===== config.mk =====
export PLATFORM = sky130hd
export DESIGN_NAME = piof_pin_io_and_event_flags
export DESIGN_NICKNAME = d
export VERILOG_FILES = /design/src/logic/piof_pkg.sv /design/src/logic/piof_pin_io_and_event_flags.sv
export SDC_FILE = /design/constraint.sdc
export NUM_CORES = 1
export LEC_CHECK = 0
export BUFFER_PORTS_ARGS = -buffer_cell sky130_fd_sc_hd__buf_2
export CELL_PAD_IN_SITES_DETAIL_PLACEMENT = 0
export CELL_PAD_IN_SITES_GLOBAL_PLACEMENT = 2
export CORE_MARGIN = 1.5
export CORE_UTILIZATION = 38
export DETAILED_ROUTE_END_ITERATION = 8
export PLACE_DENSITY_LB_ADDON = 0.12
export SYNTH_ARGS = -nofsm -noshare
export SYNTH_HDL_FRONTEND = slang
export SYNTH_SLANG_ARGS = --single-unit

===== constraint.sdc =====
create_clock -name clk -period 4.3 [get_ports clk]
set_input_delay 0.43 -clock clk [delete_from_list [all_inputs] [get_ports clk]]
set_output_delay 0.43 -clock clk [all_outputs]
set_load 0.02 [all_outputs]

===== src/logic/piof_pkg.sv =====
// Package for the pin I/O and event flag block: offsets, fields, resets.
// Assumes a single 25 MHz core clock and a host on a four-wire serial port.
`default_nettype none

package piof_pkg;

  // ==========================================================
  // Register offsets
  localparam logic [6:0] EVENT_FLAGS_ADDR = 7'h07;
  localparam logic [6:0] EVENT_ENABLES_ADDR = 7'h0b;
  localparam logic [6:0] PIN_CONFIG_ADDR = 7'h0c;
  localparam logic [6:0] PIN_DIR_VALUE_ADDR = 7'h0d;
  localparam logic [6:0] PIN_POL_HYST_ADDR = 7'h0e;
  localparam logic [6:0] PIN_PULL_ADDR = 7'h0f;
  localparam logic [6:0] MEASURE_CTRL_ADDR = 7'h10;
  localparam logic [6:0] FREQ_OFFSET_ADDR = 7'h11;

  // ==========================================================
  // Event flag bit positions
  localparam int TX_DELIM_BIT = 7;
  localparam int RX_DELIM_BIT = 6;
  localparam int MALFUNCTION_BIT = 5;
  localparam int WARNING_BIT = 4;
  localparam int MEASURE_DONE_BIT = 3;
  localparam int PIN_EVENT_LSB = 0;
  // Bits cleared by a host read of the flag register
  localparam logic [7:0] READ_CLEAR_MASK = 8'hcf;
  // Bits the host may clear by writing zero
  localparam logic [7:0] WRITE_CLEAR_MASK = 8'h30;

  // ==========================================================
  // Field positions
  localparam int GIE_BIT = 6;
  localparam int IRQ_PENDING_BIT = 4;
  localparam int MODE_LSB = 0;
  localparam int PIN_FUNC_EN_BIT = 7;
  localparam int UPPER_FIELD_LSB = 4;
  localparam int LOWER_FIELD_LSB = 0;
  localparam logic [3:0] MODE_NORMAL = 4'h0;

  // ==========================================================
  // Reset values
  localparam logic [7:0] EVENT_FLAGS_RESET = 8'h00;
  localparam logic [7:0] EVENT_ENABLES_RESET = 8'h38;
  localparam logic GIE_RESET = 1'b1;
  localparam logic [3:0] MODE_RESET = 4'h0;
  localparam logic [2:0] DIRECTION_RESET = 3'h7;
  localparam logic [2:0] FIELD3_RESET = 3'h0;

  // ==========================================================
  // Serial port framing
  localparam logic [3:0] SPI_BYTE_LAST = 4'h7;
  localparam logic [7:0] UNMAPPED_READ = 8'h00;

  typedef enum logic [1:0] {
    PIOF_SPI_IDLE = 2'b00,
    PIOF_SPI_ADDR = 2'b01,
    PIOF_SPI_DATA = 2'b11
  } piof_spi_phase_t;

  // Event pulses from the radio units
  typedef struct packed {
    logic tx_delim_sent;
    logic rx_delim_seen;
    logic malfunction;
    logic resistor_fault;
    logic measure_complete;
  } piof_events_t;

  // Pad controls per pin
  typedef struct packed {
    logic [2:0] drive;
    logic [2:0] drive_en;
    logic [2:0] hysteresis_en;
    logic [2:0] pull_en;
    logic [2:0] pull_up;
  } piof_pad_ctrl_t;

  // Whole block state
  typedef struct packed {
    piof_spi_phase_t phase;
    logic [3:0] bit_cnt;
    logic rd;
    logic [6:0] addr;
    logic [7:0] shift_in;
    logic [7:0] shift_out;
    logic miso;
    logic sck_prev;
    logic [7:0] flags;
    logic [7:0] enables;
    logic global_irq_enable;
    logic [3:0] mode;
    logic pin_func_en;
    logic [2:0] direction;
    logic [2:0] out_value;
    logic [2:0] polarity;
    logic [2:0] hysteresis;
    logic [2:0] pull_enable;
    logic [2:0] pull_direction;
    logic [1:0] measure_start;
    logic [7:0] freq_offset;
    logic [2:0] pin_prev;
    logic batt_low_prev;
    logic irq_n;
    piof_pad_ctrl_t pad;
  } piof_state_t;

endpackage

`default_nettype wire


===== src/logic/piof_pin_io_and_event_flags.sv =====
// Pin I/O and event flag block: three pins, fourth flag/enable pair, serial slave.
// Assumes all inputs synchronous to clk and event inputs one-cycle pulses.
//
// Notes on behaviour
// - Set tx delimiter flag, bit 7, on pulse
// - Set rx delimiter flag within one microsecond
// - Host read clears delimiter and measure flags
// - Set malfunction flag, bit 5, on fault
// - Warning on low supply or resistor fault
// - Measurement start bit cleared, done flag set
// - Pin flag only in normal enabled input
// - Direction bit clear means output pin
// - All pins inputs after power-on reset
// - Hysteresis bit selects Schmitt input buffer
// - Value bits read levels, write drive levels
// - Pull enable bit turns weak pull on
// - Pull direction set up, clear down
// - Pin enable bit gates its interrupt, not its flag
// - Interrupt pin driven only with global enable
// - Polarity set rising, clear falling edge
// - Frequency offset captured with rx delimiter
// - Pull disabled while pin is output
// - Other modes drive pins with internal states
`default_nettype none

module piof_pin_io_and_event_flags #(
  parameter int PIN_COUNT = 3
) (
  input wire logic clk,
  input wire logic sys_rst,
  input wire logic spi_cs_n,
  input wire logic spi_sck,
  input wire logic spi_mosi,
  output logic spi_miso,
  output logic irq_n,
  input wire logic [2:0] pin_in,
  output logic [2:0] pin_out,
  output logic [2:0] pin_oe,
  output logic [2:0] pin_hysteresis_enable,
  output logic [2:0] pin_pull_enable,
  output logic [2:0] pin_pull_direction,
  input wire piof_pkg::piof_events_t events,
  input wire logic [4:0] supply_level,
  input wire logic [4:0] battery_threshold,
  input wire logic [7:0] freq_offset_measure,
  input wire logic [2:0] monitor_state,
  output logic energy_detect_start,
  output logic channel_assess_start,
  output logic [7:0] freq_offset_value
);

  // ==========================================================
  // Elaboration check
  if (PIN_COUNT != 3) begin : g_bad_pins
    $error("PIN_COUNT must be 3 to fit the register layout");
  end

  // ==========================================================
  // State
  piof_pkg::piof_state_t st_reg;
  piof_pkg::piof_state_t st_next;

  logic [2:0] pin_level;
  logic [7:0] read_data;
  logic [6:0] rd_addr;
  logic [7:0] flag_set;
  logic [7:0] flag_clr;
  logic [2:0] edge_hit;
  logic normal_gpio;
  logic batt_low;
  logic sck_rise;
  logic sck_fall;
  logic addr_done;
  logic data_done;

  // ==========================================================
  // Pin level seen by the host: inputs sample pad, outputs echo drive
  always_comb begin
    for (int i = 0; i < 3; i++) begin
      pin_level[i] = st_reg.pad.drive_en[i] ? st_reg.pad.drive[i] : pin_in[i];
    end
  end

  // Read data mux, addressed by the byte just completed
  always_comb begin
    read_data = piof_pkg::UNMAPPED_READ;
    case (rd_addr)
      piof_pkg::EVENT_FLAGS_ADDR: read_data = st_reg.flags;
      piof_pkg::EVENT_ENABLES_ADDR: read_data = st_reg.enables;
      piof_pkg::PIN_CONFIG_ADDR: begin
        read_data[piof_pkg::GIE_BIT] = st_reg.global_irq_enable;
        read_data[piof_pkg::IRQ_PENDING_BIT] = ~st_reg.irq_n;
        read_data[piof_pkg::MODE_LSB +: 4] = st_reg.mode;
      end
      piof_pkg::PIN_DIR_VALUE_ADDR: begin
        read_data[piof_pkg::PIN_FUNC_EN_BIT] = st_reg.pin_func_en;
        read_data[piof_pkg::UPPER_FIELD_LSB +: 3] = st_reg.direction;
        read_data[piof_pkg::LOWER_FIELD_LSB +: 3] = pin_level;
      end
      piof_pkg::PIN_POL_HYST_ADDR: begin
        read_data[piof_pkg::UPPER_FIELD_LSB +: 3] = st_reg.polarity;
        read_data[piof_pkg::LOWER_FIELD_LSB +: 3] = st_reg.hysteresis;
      end
      piof_pkg::PIN_PULL_ADDR: begin
        read_data[piof_pkg::UPPER_FIELD_LSB +: 3] = st_reg.pull_direction;
        read_data[piof_pkg::LOWER_FIELD_LSB +: 3] = st_reg.pull_enable;
      end
      piof_pkg::MEASURE_CTRL_ADDR: read_data[1:0] = st_reg.measure_start;
      piof_pkg::FREQ_OFFSET_ADDR: read_data = st_reg.freq_offset;
      default: read_data = piof_pkg::UNMAPPED_READ;
    endcase
  end

  // Event detection
  always_comb begin
    normal_gpio = (st_reg.mode == piof_pkg::MODE_NORMAL) && st_reg.pin_func_en;
    batt_low = supply_level < battery_threshold;
    for (int i = 0; i < 3; i++) begin
      // Rising when polarity set, falling otherwise
      edge_hit[i] = st_reg.polarity[i] ? (pin_in[i] & ~st_reg.pin_prev[i])
                                       : (~pin_in[i] & st_reg.pin_prev[i]);
    end
    flag_set = 8'h00;
    flag_set[piof_pkg::TX_DELIM_BIT] = events.tx_delim_sent;
    flag_set[piof_pkg::RX_DELIM_BIT] = events.rx_delim_seen;
    flag_set[piof_pkg::MALFUNCTION_BIT] = events.malfunction;
    flag_set[piof_pkg::WARNING_BIT] = (batt_low & ~st_reg.batt_low_prev)
                                      | events.resistor_fault;
    flag_set[piof_pkg::MEASURE_DONE_BIT] = events.measure_complete
                                           & (|st_reg.measure_start);
    flag_set[piof_pkg::PIN_EVENT_LSB +: 3] = edge_hit & st_reg.direction
                                             & {3{normal_gpio}};
  end

  // Serial edge strobes
  always_comb begin
    sck_rise = spi_sck & ~st_reg.sck_prev & ~spi_cs_n;
    sck_fall = ~spi_sck & st_reg.sck_prev & ~spi_cs_n;
    addr_done = sck_rise && st_reg.phase == piof_pkg::PIOF_SPI_ADDR
                && st_reg.bit_cnt == piof_pkg::SPI_BYTE_LAST;
    data_done = sck_rise && st_reg.phase == piof_pkg::PIOF_SPI_DATA
                && st_reg.bit_cnt == piof_pkg::SPI_BYTE_LAST;
    // Address not yet latched at the last address rise, so take it from the shifter
    rd_addr = addr_done ? {st_reg.shift_in[5:0], spi_mosi} : st_reg.addr;
  end

  // ==========================================================
  // Next state
  always_comb begin
    st_next = st_reg;
    st_next.sck_prev = spi_sck;
    st_next.pin_prev = pin_in;
    st_next.batt_low_prev = batt_low;
    flag_clr = 8'h00;

    // Serial frame: byte 0 is read bit and address, byte 1 is data
    case (st_reg.phase)
      piof_pkg::PIOF_SPI_IDLE: begin
        st_next.bit_cnt = 4'h0;
        if (!spi_cs_n) begin
          st_next.phase = piof_pkg::PIOF_SPI_ADDR;
        end
      end
      piof_pkg::PIOF_SPI_ADDR: begin
        if (sck_rise) begin
          st_next.shift_in = {st_reg.shift_in[6:0], spi_mosi};
          st_next.bit_cnt = st_reg.bit_cnt + 4'h1;
        end
        if (addr_done) begin
          st_next.rd = st_reg.shift_in[6];
          st_next.addr = {st_reg.shift_in[5:0], spi_mosi};
          st_next.bit_cnt = 4'h0;
          st_next.phase = piof_pkg::PIOF_SPI_DATA;
        end
      end
      piof_pkg::PIOF_SPI_DATA: begin
        if (sck_rise) begin
          st_next.shift_in = {st_reg.shift_in[6:0], spi_mosi};
          st_next.bit_cnt = st_reg.bit_cnt + 4'h1;
        end
        if (sck_fall) begin
          st_next.miso = st_reg.shift_out[7];
          st_next.shift_out = {st_reg.shift_out[6:0], 1'b0};
        end
        if (data_done) begin
          st_next.bit_cnt = 4'h0;
        end
      end
      default: st_next.phase = piof_pkg::PIOF_SPI_IDLE;
    endcase
    if (spi_cs_n) begin
      st_next.phase = piof_pkg::PIOF_SPI_IDLE;
      st_next.miso = 1'b0;
    end

    // Read data loaded as the address byte completes, before any read clear
    if (addr_done) begin
      st_next.shift_out = st_reg.shift_in[6] ? read_data : 8'h00;
    end

    // Register writes
    if (data_done && !st_reg.rd) begin
      case (st_reg.addr)
        piof_pkg::EVENT_FLAGS_ADDR: begin
          flag_clr = piof_pkg::WRITE_CLEAR_MASK & ~{st_reg.shift_in[6:0], spi_mosi};
        end
        piof_pkg::EVENT_ENABLES_ADDR: st_next.enables = {st_reg.shift_in[6:0], spi_mosi};
        piof_pkg::PIN_CONFIG_ADDR: begin
          st_next.global_irq_enable = st_reg.shift_in[piof_pkg::GIE_BIT - 1];
          st_next.mode = {st_reg.shift_in[2:0], spi_mosi};
        end
        piof_pkg::PIN_DIR_VALUE_ADDR: begin
          st_next.pin_func_en = st_reg.shift_in[6];
          st_next.direction = st_reg.shift_in[5:3];
          st_next.out_value = {st_reg.shift_in[1:0], spi_mosi};
        end
        piof_pkg::PIN_POL_HYST_ADDR: begin
          st_next.polarity = st_reg.shift_in[5:3];
          st_next.hysteresis = {st_reg.shift_in[1:0], spi_mosi};
        end
        piof_pkg::PIN_PULL_ADDR: begin
          st_next.pull_direction = st_reg.shift_in[5:3];
          st_next.pull_enable = {st_reg.shift_in[1:0], spi_mosi};
        end
        piof_pkg::MEASURE_CTRL_ADDR: st_next.measure_start = {st_reg.shift_in[0], spi_mosi};
        default: st_next.enables = st_reg.enables;
      endcase
    end

    // Flags: host read of the flag register clears, a new event wins
    if (addr_done && st_reg.shift_in[6]
        && {st_reg.shift_in[5:0], spi_mosi} == piof_pkg::EVENT_FLAGS_ADDR) begin
      flag_clr = piof_pkg::READ_CLEAR_MASK;
    end
    st_next.flags = (st_reg.flags & ~flag_clr) | flag_set;

    // Measurement start cleared on completion
    if (events.measure_complete) begin
      st_next.measure_start = 2'b00;
    end

    // Offset measurement latched with the rx delimiter event
    if (events.rx_delim_seen) begin
      st_next.freq_offset = freq_offset_measure;
    end

    // Interrupt output
    st_next.irq_n = ~(st_next.global_irq_enable & |(st_next.flags & st_next.enables));

    // Pad controls
    if (st_next.mode != piof_pkg::MODE_NORMAL) begin
      st_next.pad.drive = monitor_state;
      st_next.pad.drive_en = 3'h7;
    end else if (st_next.pin_func_en) begin
      st_next.pad.drive = st_next.out_value;
      st_next.pad.drive_en = ~st_next.direction;
    end else begin
      st_next.pad.drive = 3'h0;
      st_next.pad.drive_en = 3'h0;
    end
    st_next.pad.hysteresis_en = st_next.hysteresis;
    st_next.pad.pull_en = st_next.pull_enable & ~st_next.pad.drive_en;
    st_next.pad.pull_up = st_next.pull_direction;
  end

  // ==========================================================
  // State register
  always_ff @(posedge clk or posedge sys_rst) begin
    if (sys_rst) begin
      st_reg <= '0;
      st_reg.phase <= piof_pkg::PIOF_SPI_IDLE;
      st_reg.sck_prev <= 1'b0;
      st_reg.flags <= piof_pkg::EVENT_FLAGS_RESET;
      st_reg.enables <= piof_pkg::EVENT_ENABLES_RESET;
      st_reg.global_irq_enable <= piof_pkg::GIE_RESET;
      st_reg.mode <= piof_pkg::MODE_RESET;
      st_reg.direction <= piof_pkg::DIRECTION_RESET;
      st_reg.out_value <= piof_pkg::FIELD3_RESET;
      st_reg.polarity <= piof_pkg::FIELD3_RESET;
      st_reg.hysteresis <= piof_pkg::FIELD3_RESET;
      st_reg.pull_enable <= piof_pkg::FIELD3_RESET;
      st_reg.pull_direction <= piof_pkg::FIELD3_RESET;
      st_reg.irq_n <= 1'b1;
    end else begin
      st_reg <= st_next;
    end
  end

  // ==========================================================
  // Outputs straight from state flops
  assign spi_miso = st_reg.miso;
  assign irq_n = st_reg.irq_n;
  assign pin_out = st_reg.pad.drive;
  assign pin_oe = st_reg.pad.drive_en;
  assign pin_hysteresis_enable = st_reg.pad.hysteresis_en;
  assign pin_pull_enable = st_reg.pad.pull_en;
  assign pin_pull_direction = st_reg.pad.pull_up;
  assign energy_detect_start = st_reg.measure_start[0];
  assign channel_assess_start = st_reg.measure_start[1];
  assign freq_offset_value = st_reg.freq_offset;

endmodule

`default_nettype wire


==> impl_metrics.ini <==
[power_and_ir_drop]
leakage_nw = 2.44
cellPowerDensity_nw_per_um2 = 367
ir_drop_mv = 0.149

[worst_setup_path]
setup.worst_path.start_class = register
rrSetupSlack_ns = 0.75
critical_path.endpoint = pin_pull_enable[1]
cp.required_ns = 4.58
crit_path_end_kind = register
r2r-end = pin_pull_enable[1]
rr_startpoint = st_reg[100]
r2r_cells = 7
criticalPathCategory = register to register
worstPathMaxFanout = 10
crit_path_start = st_reg[100]
cp.arrival_ns = 3.84

[global_route]
grt_pass1_vias = 3376
grt_pass1_wl_um = 19600
grt_max_degree = 64
antenna_found_initial = 0
grt_usage_pct = 20.2
grt_overflow = 0

[routing]
wl_met2_um = 5340
route.met3.wl_um = 558
wl_um = 12100
num_vias = 3305
wirelength_met1_um = 6030
drc = 0
post_drt_wl_per_cell_um = 19.7
drt_iter0_markers = 255
ant_nets = 0
vias_per_cell = 5.38
top_layer_used = met4
firstDrtPassIters = 4

[final_layout]
area_growth_pct = 11.3
drive_gt1_share_pct = 30.8
fin_util_pct = 43.4
nets = 501
multi_input_area_um2 = 1980
num-fill-cells = 1180
layout.cells.non_filler = 614
fin_area_um2 = 5220
regArea_um2 = 2390
antennaDiodeCount = 0
largest_reg_flops = 68

[sta]
period_share_pct = 82.6
finalSetupTns_ns = 0
drv_slew = 0
finalSetupViolations = 0
fmax_mhz = 282
worst_pin_slew_ns = 0.840
rsz0062_at_grt = no
clock-skew-final_ns = 0.0112
hold_viol = 0
slew_headroom_pct = 43.8
period_needed_ns = 3.55

[yosys]
ys_types = 49
synthSimpleGateAreaFrac_pct = 15.6
yosys.area_share.adder_pct = 1.33
synth_area_leaders = dfrtp_1 (46%), mux2_2 (12%), dfstp_2 (4.5%), nand2_1 (4.3%), buf_4 (3.7%)
syn_area_um2 = 4690
synth_edf_count = 0
syn_nets = 467
syn_avg_cell_area_um2 = 11.0
async_flop_share_pct = 100
synth_xor_xnor_area_share_pct = 0.187
synth_compound_area_share_pct = 10.9
yosysWarnings = 0
yosys_register_bits = 95
yosysSeqAreaShare_pct = 50.9
synth-main-ff-cell = dfrtp_1
synth_top_area_share_pct = 46.4
synth_top_family_by_area = simple AND/OR/NAND/NOR gates
syn_inst = 428
synth_mux_area_share_pct = 14.3
yosysTopAreaCell = dfrtp_1

[flow_run]
cap_violations = 0

[clock_network]
cts.clk_slew.worst_paths_ns = 0.07
ctsResizeCount = 0
clkLatencyLatePin_ns = 0.36
htree_levels = 3
clockBufferDepth = 2
post-cts-setup-buffers = 0
clkSinkCount = 95
cts_tree = yes
root_buffer = clkbuf_16
cts_hold_buf = 0
numCtsBuffers = 9

[floorplanning]
die_width_um = 114
floorplan.die_area_um2 = 13000
initial_utilization_pct = 39.0
fp-row-count = 40
io_pins = 61
dieHeight_um = 114
core_area_um2 = 12000

[placement]
dpl-instance-area_um2 = 4930
hpwl_um = 8690
place_congestion = 0.825
place_inst = 598
numPortBuffers = 60

[worst_hold_path]
hold_class = input port to register
min_from = pin_in[2]

[outcome]
status = finished, final reports clean
[layer usage]
layer,up-vias,global-route usage (%)
met3,12,4.24
met2,71,30.2
met4,0,7.33
met1,1633,29.2
li1,1589,-
met5,-,0
[power breakdown]
group          internal (mW)  switching [mW]  total [mW]
sequential             0.922          0.0785        1.00
clock                  0.403           0.371       0.774
combinational         0.0650          0.0739       0.139
total                   1.39           0.524        1.91
[logic make-up after synthesis]
| kind of cell | Yosys count |
|---|---|
| flops | 95 |
| simple gates | 139 |
| mux | 61 |
| xor+xnor | 1 |
| fa+ha+maj | 5 |
| compound gates | 73 |
| buf+inv | 54 |
[area by class of cell]
class | instances | area share [%]
inverters | 13 | 0.983
clock inverters | 6 | 1.03
repair buffers | 64 | 6.33
multi-input cells | 279 | 38.0
well taps | 147 | 3.53
clock buffers | 10 | 4.39
flip-flops and latches | 95 | 45.8
[cells in the mapped netlist (5+ instances only)]
cell type and number:
dfrtp_1 87, nand2_1 54, mux2_2 48, buf_4 23, nor2_1 23, a22oi_1 15, a21oi_1 13, clkbuf_1 13
inv_1 13, mux2i_1 13, nand3_1 13, o21ai_0 12, dfstp_2 8, nor2b_1 8, nand4b_1 6, nor3_1 6
o22ai_1 6, ha_1 5, nand4_1 5
[worst min path at each step]
stage | slack (ns) | to | depth (start not counted)
2_1_floorplan | 0.45 | st_reg[95] | 2
3_3_place_gp | 0.48 | st_reg[42] | 1
3_5_place_dp | 0.48 | st_reg[43] | 1
4_1_cts | 0.21 | st_reg[70] | 1
5_1_grt | 0.21 | st_reg[19] | 1
6_report | 0.21 | st_reg[19] | 1
[critical path, stage by stage, from the launching register on]
cell and delay (ns):
dfrtp_1 0.52, nand4bb_1 0.50, or4_4 0.70, nor4_4 0.41
mux2_2 0.40, or4_4 0.61, o21bai_1 0.21, nor2b_1 0.14
[placed cells by master (no fill, tap or decap), types with 2 or more instances in the layout]
master	count
a22o_1	4
clkbuf_16	9
o21ai_0	12
and3_1	2
or3_1	3
nor3b_1	3
mux2_2	48
or4_4	2
o31ai_1	2
nand3b_1	2
ha_1	5
o21bai_1	3
buf_4	4
nand2_1	54
nand3_1	13
a222oi_1	4
a21oi_1	13
inv_1	12
a221oi_1	4
nand4_1	5
clkinv_4	2
nor2_1	23
nor2b_1	8
a32o_1	3
nand4b_1	6
buf_2	60
a21o_1	2
dfrtp_1	87
dfstp_2	8
o22ai_1	6
nor4b_1	2
inv_6	2
nor3_1	6
a22oi_1	15
or2_2	2
mux2i_1	13
[metrics by stage]
step	setup WS [ns]	power, mW	hold slack (ns)
after CTS	0.755	1.94	0.207
final	0.748	1.91	0.214
after floorplan	1.26	1.09	0.448
after global routing	0.505	2.00	0.211
after detailed placement	0.659	1.16	0.483
after global placement	0.757	1.16	0.479
No activity file was read; power rests on OpenSTA's default activity.
